<file path="config.mk">
export PLATFORM = sky130hd
export DESIGN_NAME = periph_flags_top
export DESIGN_NICKNAME = d
export VERILOG_FILES = /design/src/logic/flags_pkg.sv /design/src/logic/periph_flags_top.sv /design/src/logic/sync_edge.sv
export VERILOG_INCLUDE_DIRS = /design/src /design/src/logic
export SDC_FILE = /design/constraint.sdc
export NUM_CORES = 1
export LEC_CHECK = 0
export BUFFER_PORTS_ARGS = -buffer_cell sky130_fd_sc_hd__buf_2
export CAP_MARGIN = 5
export CORE_ASPECT_RATIO = 1.75
export CORE_MARGIN = 2
export CORE_UTILIZATION = 39
export CTS_CLUSTER_SIZE = 28
export DETAILED_ROUTE_END_ITERATION = 12
export GPL_TIMING_DRIVEN = 0
export MAX_ROUTING_LAYER = met4
export PLACE_DENSITY = 0.72
export REMOVE_ABC_BUFFERS = 1
export SLEW_MARGIN = 20
export SYNTH_ARGS = -nofsm -noshare
export SYNTH_HDL_FRONTEND = slang
export SYNTH_HIERARCHICAL = 1
export SYNTH_SLANG_ARGS = --single-unit
</file>
<file path="constraint.sdc">
create_clock -name CLK_SYS_IN -period 3.8 [get_ports CLK_SYS_IN]
set_input_delay 0 -clock CLK_SYS_IN [delete_from_list [all_inputs] [get_ports CLK_SYS_IN]]
set_output_delay 0 -clock CLK_SYS_IN [all_outputs]
set_load 0.02 [all_outputs]
</file>
<file path="src/logic/flags_params.svh">
/*
 holds the register offsets, field positions, reset values and sizes of the peripheral flag and reset cause bank.
 assumes inclusion by bare name from the top module; definitions only.
*/
`ifndef FLAGS_PARAMS_SVH
`define FLAGS_PARAMS_SVH

`define ADDR_W 5
`define SYNC_STAGES 2

`define OFS_PERIPH_FLAG 5'h00
`define OFS_RESET_CAUSE 5'h04
`define OFS_IRQ_STATUS 5'h08
`define OFS_IRQ_MASK 5'h0c
`define OFS_BOR_CTRL 5'h10
`define OFS_RESET_SOURCE 5'h14

`define BIT_CONV_DONE 6
`define BIT_CAP_CMP 5
`define BIT_CMP_CHANGE 3
`define BIT_PERIOD 1
`define BIT_OVERFLOW 0
`define FLAG_IMPL_MASK 8'h6b

`define BIT_POR_STAT 1
`define BIT_BOR_STAT 0
`define BIT_BOR_EN 0
`define BIT_SRC_WDT 0
`define BIT_SRC_EXT 1

`define RST_FLAGS 8'h00
`define RST_MASK 8'h00
`define RST_POR_STAT 1'b0
`define RST_BOR_STAT 1'b0
`define RST_BOR_EN 1'b1

`define HSIZE_WORD 3'h2

`endif

</file>
<file path="src/logic/flags_pkg.sv">
/*
 holds the types of the flag bank: bus state and capture unit mode.
 assumes nothing of its surroundings.
*/
package flags_pkg;

	typedef enum logic [1:0] {
		BUS_IDLE = 2'h0,
		BUS_WRITE = 2'h1,
		BUS_RWAIT = 2'h3,
		BUS_RDATA = 2'h2
	} bus_state_t;

	typedef enum logic [1:0] {
		CCP_OFF = 2'h0,
		CCP_CAPTURE = 2'h1,
		CCP_COMPARE = 2'h2,
		CCP_PWM = 2'h3
	} ccp_mode_t;

endpackage

</file>
<file path="src/logic/periph_flags_top.sv">
/*
 peripheral interrupt flag register, reset cause register and their interrupt status, mask and control,
 reached over an ahb-lite slave with 32-bit words.
 assumes peripheral event pulses on the system clock, an asynchronous comparator output and reset cause levels,
 and a power-on reset that only the supply monitor asserts.
*/
`include "flags_params.svh"

module periph_flags_top #(
	parameter int SYNC_STAGES = `SYNC_STAGES
) (
	input wire logic CLK_SYS_IN,
	input wire logic ARST_N_IN,
	input wire logic PWR_ON_RST_N_IN,
	input wire logic HSEL_IN,
	input wire logic [31:0] HADDR_IN,
	input wire logic [1:0] HTRANS_IN,
	input wire logic HWRITE_IN,
	input wire logic [2:0] HSIZE_IN,
	input wire logic [31:0] HWDATA_IN,
	input wire logic HREADY_IN,
	output logic [31:0] HRDATA_OUT,
	output logic HREADYOUT_OUT,
	output logic HRESP_OUT,
	input wire logic CONV_DONE_IN,
	input wire logic [1:0] CCP_MODE_IN,
	input wire logic CAPTURE_EVENT_IN,
	input wire logic COMPARE_MATCH_IN,
	input wire logic COMPARATOR_OUT_IN,
	input wire logic PERIOD_MATCH_IN,
	input wire logic OVERFLOW_IN,
	input wire logic BROWNOUT_CAUSE_IN,
	input wire logic WATCHDOG_CAUSE_IN,
	input wire logic EXT_PIN_CAUSE_IN,
	output logic [7:0] PERIPH_FLAGS_OUT,
	output logic BROWNOUT_ENABLE_OUT,
	output logic IRQ_OUT
);

	localparam int ADDR_W = `ADDR_W;

	flags_pkg::bus_state_t state;
	flags_pkg::bus_state_t next_state;
	logic [ADDR_W-1:0] addr;
	logic [ADDR_W-1:0] next_addr;
	logic word_size;
	logic next_word_size;
	logic [31:0] rdata;
	logic [31:0] next_rdata;
	logic [7:0] rd_mux;
	logic take;
	logic wr_en;
	logic [7:0] wdata8;
	logic wr_flag;
	logic wr_cause;
	logic wr_status;
	logic wr_mask;
	logic wr_bor;
	logic wr_src;
	logic bor_view;

	logic [7:0] flags;
	logic [7:0] next_flags;
	logic [7:0] status;
	logic [7:0] next_status;
	logic [7:0] mask;
	logic [7:0] next_mask;
	logic bor_en;
	logic next_bor_en;
	logic irq;
	logic next_irq;

	logic por_stat;
	logic next_por_stat;
	logic bor_stat;
	logic next_bor_stat;
	logic wdt_src;
	logic next_wdt_src;
	logic ext_src;
	logic next_ext_src;

	logic [3:0] async_lvl;
	logic [3:0] sync_lvl;
	logic [3:0] sync_chg;
	logic cap_cmp_hit;
	logic [7:0] ev;

	function automatic logic hit(input logic [ADDR_W-1:0] a, input logic [ADDR_W-1:0] ofs);
		hit = (a[ADDR_W-1:2] == ofs[ADDR_W-1:2]);
	endfunction

	// comparator output and reset cause levels come from outside the clock
	assign async_lvl = {EXT_PIN_CAUSE_IN, WATCHDOG_CAUSE_IN, BROWNOUT_CAUSE_IN, COMPARATOR_OUT_IN};

	genvar gi;
	generate
		for (gi = 0; gi < 4; gi++) begin : g_sync
			sync_edge #(
				.STAGES(SYNC_STAGES)
			) u_sync (
				.clk_in(CLK_SYS_IN),
				.arst_n_in(ARST_N_IN),
				.d_in(async_lvl[gi]),
				.level_out(sync_lvl[gi]),
				.change_out(sync_chg[gi])
			);
		end
	endgenerate

	// capture/compare event only counts in the matching mode
	always_comb begin
		cap_cmp_hit = 1'b0;
		unique case (flags_pkg::ccp_mode_t'(CCP_MODE_IN))
			flags_pkg::CCP_CAPTURE: cap_cmp_hit = CAPTURE_EVENT_IN;
			flags_pkg::CCP_COMPARE: cap_cmp_hit = COMPARE_MATCH_IN;
			flags_pkg::CCP_OFF, flags_pkg::CCP_PWM: cap_cmp_hit = 1'b0;
		endcase
	end

	always_comb begin
		ev = 8'h00;
		ev[`BIT_CONV_DONE] = CONV_DONE_IN;
		ev[`BIT_CAP_CMP] = cap_cmp_hit;
		ev[`BIT_CMP_CHANGE] = sync_chg[0];
		ev[`BIT_PERIOD] = PERIOD_MATCH_IN;
		ev[`BIT_OVERFLOW] = OVERFLOW_IN;
	end

	// ahb-lite slave: writes complete at once, reads take one wait cycle
	assign take = HSEL_IN && HREADY_IN && HTRANS_IN[1];
	assign wr_en = (state == flags_pkg::BUS_WRITE) && word_size;
	assign wdata8 = HWDATA_IN[7:0];
	// brown-out status is hidden while detection is off
	assign bor_view = bor_stat && bor_en;

	always_comb begin
		rd_mux = 8'h00;
		if (hit(addr, `OFS_PERIPH_FLAG)) begin
			rd_mux = flags & `FLAG_IMPL_MASK;
		end else if (hit(addr, `OFS_RESET_CAUSE)) begin
			rd_mux = 8'h00;
			rd_mux[`BIT_POR_STAT] = por_stat;
			rd_mux[`BIT_BOR_STAT] = bor_view;
		end else if (hit(addr, `OFS_IRQ_STATUS)) begin
			rd_mux = status;
		end else if (hit(addr, `OFS_IRQ_MASK)) begin
			rd_mux = mask;
		end else if (hit(addr, `OFS_BOR_CTRL)) begin
			rd_mux[`BIT_BOR_EN] = bor_en;
		end else if (hit(addr, `OFS_RESET_SOURCE)) begin
			rd_mux[`BIT_SRC_WDT] = wdt_src;
			rd_mux[`BIT_SRC_EXT] = ext_src;
		end
	end

	always_comb begin
		next_state = state;
		next_addr = addr;
		next_word_size = word_size;
		next_rdata = rdata;
		unique case (state)
			flags_pkg::BUS_RWAIT: begin
				next_rdata = {24'h000000, rd_mux};
				next_state = flags_pkg::BUS_RDATA;
			end
			flags_pkg::BUS_IDLE, flags_pkg::BUS_WRITE, flags_pkg::BUS_RDATA: begin
				if (take) begin
					next_addr = HADDR_IN[ADDR_W-1:0];
					next_word_size = (HSIZE_IN == `HSIZE_WORD);
					next_state = HWRITE_IN ? flags_pkg::BUS_WRITE : flags_pkg::BUS_RWAIT;
				end else begin
					next_state = flags_pkg::BUS_IDLE;
				end
			end
		endcase
	end

	always_ff @(posedge CLK_SYS_IN or negedge ARST_N_IN) begin
		if (!ARST_N_IN) begin
			state <= flags_pkg::BUS_IDLE;
			addr <= '0;
			word_size <= 1'b0;
			rdata <= 32'h00000000;
		end else begin
			state <= next_state;
			addr <= next_addr;
			word_size <= next_word_size;
			rdata <= next_rdata;
		end
	end

	assign HRDATA_OUT = rdata;
	assign HREADYOUT_OUT = (state != flags_pkg::BUS_RWAIT);
	assign HRESP_OUT = 1'b0;

	// one write strobe per register, decoded once from the latched address
	always_comb begin
		wr_flag = wr_en && hit(addr, `OFS_PERIPH_FLAG);
		wr_cause = wr_en && hit(addr, `OFS_RESET_CAUSE);
		wr_status = wr_en && hit(addr, `OFS_IRQ_STATUS);
		wr_mask = wr_en && hit(addr, `OFS_IRQ_MASK);
		wr_bor = wr_en && hit(addr, `OFS_BOR_CTRL);
		wr_src = wr_en && hit(addr, `OFS_RESET_SOURCE);
	end

	// peripheral flags; device reset
	always_comb begin
		next_flags = flags;
		if (wr_flag) begin
			next_flags = wdata8;
		end
		// sticky flags: a same-cycle event wins over a written zero
		next_flags = (next_flags | ev) & `FLAG_IMPL_MASK;
	end

	always_ff @(posedge CLK_SYS_IN or negedge ARST_N_IN) begin
		if (!ARST_N_IN) begin
			flags <= `RST_FLAGS;
		end else begin
			flags <= next_flags;
		end
	end

	// interrupt status, mask and the registered level output
	always_comb begin
		next_status = status;
		next_mask = mask;
		if (wr_status) begin
			next_status = status & ~wdata8;
		end
		next_status = (next_status | ev) & `FLAG_IMPL_MASK;
		if (wr_mask) begin
			next_mask = wdata8 & `FLAG_IMPL_MASK;
		end
		next_irq = |(next_status & next_mask);
	end

	always_ff @(posedge CLK_SYS_IN or negedge ARST_N_IN) begin
		if (!ARST_N_IN) begin
			status <= `RST_FLAGS;
			mask <= `RST_MASK;
			irq <= 1'b0;
		end else begin
			status <= next_status;
			mask <= next_mask;
			irq <= next_irq;
		end
	end

	// brown-out software enable
	always_comb begin
		next_bor_en = bor_en;
		if (wr_bor) begin
			next_bor_en = wdata8[`BIT_BOR_EN];
		end
	end

	always_ff @(posedge CLK_SYS_IN or negedge ARST_N_IN) begin
		if (!ARST_N_IN) begin
			bor_en <= `RST_BOR_EN;
		end else begin
			bor_en <= next_bor_en;
		end
	end

	assign PERIPH_FLAGS_OUT = flags;
	assign BROWNOUT_ENABLE_OUT = bor_en;
	assign IRQ_OUT = irq;

	// reset cause bits survive device reset; of the two resets, only power-on clears them
	always_comb begin
		next_por_stat = por_stat;
		next_bor_stat = bor_stat;
		next_wdt_src = wdt_src;
		next_ext_src = ext_src;
		if (wr_cause) begin
			next_por_stat = wdata8[`BIT_POR_STAT];
			next_bor_stat = wdata8[`BIT_BOR_STAT];
		end
		// a standing brown-out cause holds the bit at zero
		if (sync_lvl[1]) begin
			next_bor_stat = 1'b0;
		end
		if (wr_src) begin
			next_wdt_src = wdt_src & ~wdata8[`BIT_SRC_WDT];
			next_ext_src = ext_src & ~wdata8[`BIT_SRC_EXT];
		end
		next_wdt_src = next_wdt_src | (sync_chg[2] & sync_lvl[2]);
		next_ext_src = next_ext_src | (sync_chg[3] & sync_lvl[3]);
	end

	always_ff @(posedge CLK_SYS_IN or negedge PWR_ON_RST_N_IN) begin
		if (!PWR_ON_RST_N_IN) begin
			por_stat <= `RST_POR_STAT;
			bor_stat <= `RST_BOR_STAT;
			wdt_src <= 1'b0;
			ext_src <= 1'b0;
		end else begin
			por_stat <= next_por_stat;
			bor_stat <= next_bor_stat;
			wdt_src <= next_wdt_src;
			ext_src <= next_ext_src;
		end
	end

endmodule

</file>
<file path="src/logic/sync_edge.sv">
/*
 synchroniser of STAGES stages (two by default) with a registered change detector behind the last stage.
 assumes an asynchronous input and one clock; reset value of every stage is zero.
*/
module sync_edge #(
	parameter int STAGES = 2
) (
	input wire logic clk_in,
	input wire logic arst_n_in,
	input wire logic d_in,
	output logic level_out,
	output logic change_out
);

	logic [STAGES-1:0] chain;
	logic [STAGES-1:0] next_chain;
	logic last;
	logic next_last;

	always_comb begin
		next_chain = {chain[STAGES-2:0], d_in};
		next_last = chain[STAGES-1];
	end

	always_ff @(posedge clk_in or negedge arst_n_in) begin
		if (!arst_n_in) begin
			chain <= '0;
			last <= 1'b0;
		end else begin
			chain <= next_chain;
			last <= next_last;
		end
	end

	// only the final stage is looked at
	assign level_out = chain[STAGES-1];
	assign change_out = chain[STAGES-1] ^ last;

endmodule

</file>
==> flow_summary.yaml <==
floorplan:
  pin_count: 130
  rows: 34
  die_h_um: 99.2
  die-area_mm2: 0.00579
  design.core.area_mm2: 0.00498
  die_w_um: 58.4
  initial_core_util_pct: 40.5
grt:
  grt_pass1_vias: 1418
  top_usage_layer: "met2"
  grt_usage_pct: 14.7
  grt_first_pass_wirelength_um: 6310
  met3_usage_pct: 3.25
  grt-ovfl-total: 0
  use_met1_pct: 16.3
  grtUsageMet2_pct: 23.9
  antenna_found_initial: 0
  grt_max_degree: 40
routing:
  vias: 1491
  antenna_left: 0
  wirelength_um: 3900
  drt_pass1_iterations: 4
  vias_per_cell: 4.87
  drc: 0
  drtIter0Drc: 24
  wl_per_cell_um: 12.8
cts:
  cts_tree: "yes"
  cts_htree_levels: 2
  cts_buffers: 5
  clock_path_buffers: 2
  ctsHoldBuffers: 20
  clkTransAtPathRegs_ns: 0.08
  cts_root_buf: "clkbuf_8"
  post_cts_buffers: 0
  ctsResizeCount: 0
  clk_latency_ns: 0.29
  cts.sinks: 43
timing:
  slew_violations: 0
  finalCriticalPeriod_ns: 2.28
  post-route-period-util_pct: 60.0
  rsz0062_at_grt: "no"
  maxSlewHeadroom_pct: 43.8
  setup_viol: 0
  fin_ws_ns: 1.52
  tightest_slew_ns: 0.843
  hold_viol_final: 0
  max_freq_ghz: 0.439
  tns_ns: 0
  clock-skew-final_ns: 0.00640
cells_and_area:
  diodes: 0
  finalNonFillerCells: 306
  synthToLayoutAreaGrowth_pct: 21.0
  multiInputGateArea_um2: 767
  seqCellArea_mm2: 0.00108
  fill_cells: 459
  drive_gt1_share_pct: 21.4
  fin_nets: 337
pwr:
  p_int_uw: 706
  p_comb_share_pct: 19.2
  p_switching_uw: 295
  ir_drop_mv: 0.238
  share_seq_of_total_power_pct: 53.5
  p_clk_share_pct: 27.2
  pwr_density_cell_mw_per_mm2: 410
  leakagePower_uw: 0.00117
  switching_share_pct: 29.5
yosys:
  syn_inst: 186
  yosys_warnings: 6
  syn_area_per_cell_um2: 10.9
  syn_area_mm2: 0.00202
worst_setup_path:
  r2r_start: "addr[2]"
  worstPathRequired_ns: 3.98
  reg2reg_depth: 5
  critPathKind: "reg2reg"
  worst_setup_path_start_kind: "flip-flop"
  cp_slowest_cell: "dfrtp_1"
  max_stage_delay_ns: 0.56
  cp_data_arrival_time_ns: 2.46
  critPathTopFamily: "simple AND/OR/NAND/NOR gates"
  r2r_end: "PERIPH_FLAGS_OUT[6]"
  crit_path_end_kind: "flip-flop"
  path_cells: "nor2_1, nand2_1, nand2_1, nand3_1, dlygate4sd3_1"
  cp_max_fo: 15
  rrSetupSlack_ns: 1.52
  path_buf_inv: 1
  crit_top_cell: "nand2_1"
hold_path:
  hold_depth: 3
  min_to: "state[1]"
  holdCritStartpoint: "HREADY_IN"
  worstHoldPathType: "in2reg"
placement:
  place_hpwl_um: 2880
  place_congestion: 0.837
  pre_cts_slack_ns: 1.63
  portBuffers: 41
  post-place-cells: 278
run_status:
  outcome: "complete, no violations"
run:
  maxCapViolations: 0
[power groups by stage]
stage / clock (uW) / combinational [uW] / sequential [uW]
global placement: 0 / 176 / 543
finish: 272 / 193 / 536
global route: 298 / 210 / 542
floorplan: 0 / 98.8 / 556
CTS: 281 / 194 / 537
detailed placement: 0 / 179 / 545
[flip-flops by register name, summed over array words and instances, names as in the netlist, 2 cells and up]
name	count
addr	3
PERIPH_FLAGS_OUT	5
HRDATA_OUT	5
g_sync.u_sync/chain	8
g_sync.u_sync/last	3
mask	5
state	2
status	5
[worst register-to-register path, stage by stage (launching register included)]
cell and delay (ns):
dfrtp_1 0.56, nor2_1 0.54, nand2_1 0.30, nand2_1 0.14
nand3_1 0.07, dlygate4sd3_1 0.56
[per-stage QoR]
stage	hold WS (ns)	instance area, um^2	power (uW)	utilization [%]
global route	0.0373	2440	1050	49.1
floorplan	-0.296	1890	655	-
CTS	0.00148	2440	1010	49.1
finish	0.0152	2440	1000	49.1
detailed placement	-0.185	2160	724	43.4
global placement	-0.190	2160	719	43.4
[worst max path at each step]
stage            start             endpoint  slack (ns)  cells after the start
2_1_floorplan  addr[3]              IRQ_OUT        1.96                      5
6_report       addr[2]  PERIPH_FLAGS_OUT[6]        1.52                      5
5_1_grt        addr[2]  PERIPH_FLAGS_OUT[6]        1.37                      5
3_3_place_gp   addr[3]              IRQ_OUT        1.63                      5
3_5_place_dp   addr[3]              IRQ_OUT        1.63                      5
4_1_cts        addr[2]  PERIPH_FLAGS_OUT[6]        1.58                      5
[cell usage in the layout (no fill, tap or decap), types with 2 or more instances in the layout]
cell           count
a21oi_1            5
a222oi_1           2
a22o_1             5
a31oi_1            2
buf_2             41
clkbuf_1           3
clkbuf_8           5
conb_1            31
dfrtp_1           42
dlygate4sd3_1     20
inv_1             11
mux2_1             4
mux2_2             2
mux2_4             2
mux2i_1            6
nand2_1           16
nand3_1           12
nand3b_1           3
nor2_1             9
nor2b_1            2
o21ai_0            9
o221ai_1           2
xor2_1             3
[per-layer routing]
layer  up-vias  share of wire, %  wire length, um
met3        13               7.3              284
met4         0               3.6              139
met1       699                37             1460
li1        710                 -                -
met5         -                 0                0
met2        69                52             2020
[cell type report]
class / count / area share [%]
multi-input combinational: 128 / 31.4
sequential: 43 / 44.1
clock buffer: 8 / 3.28
inverter: 12 / 1.84
tap: 54 / 2.77
timing repair buffer: 61 / 16.6
Power figures use the tool's default switching activity.
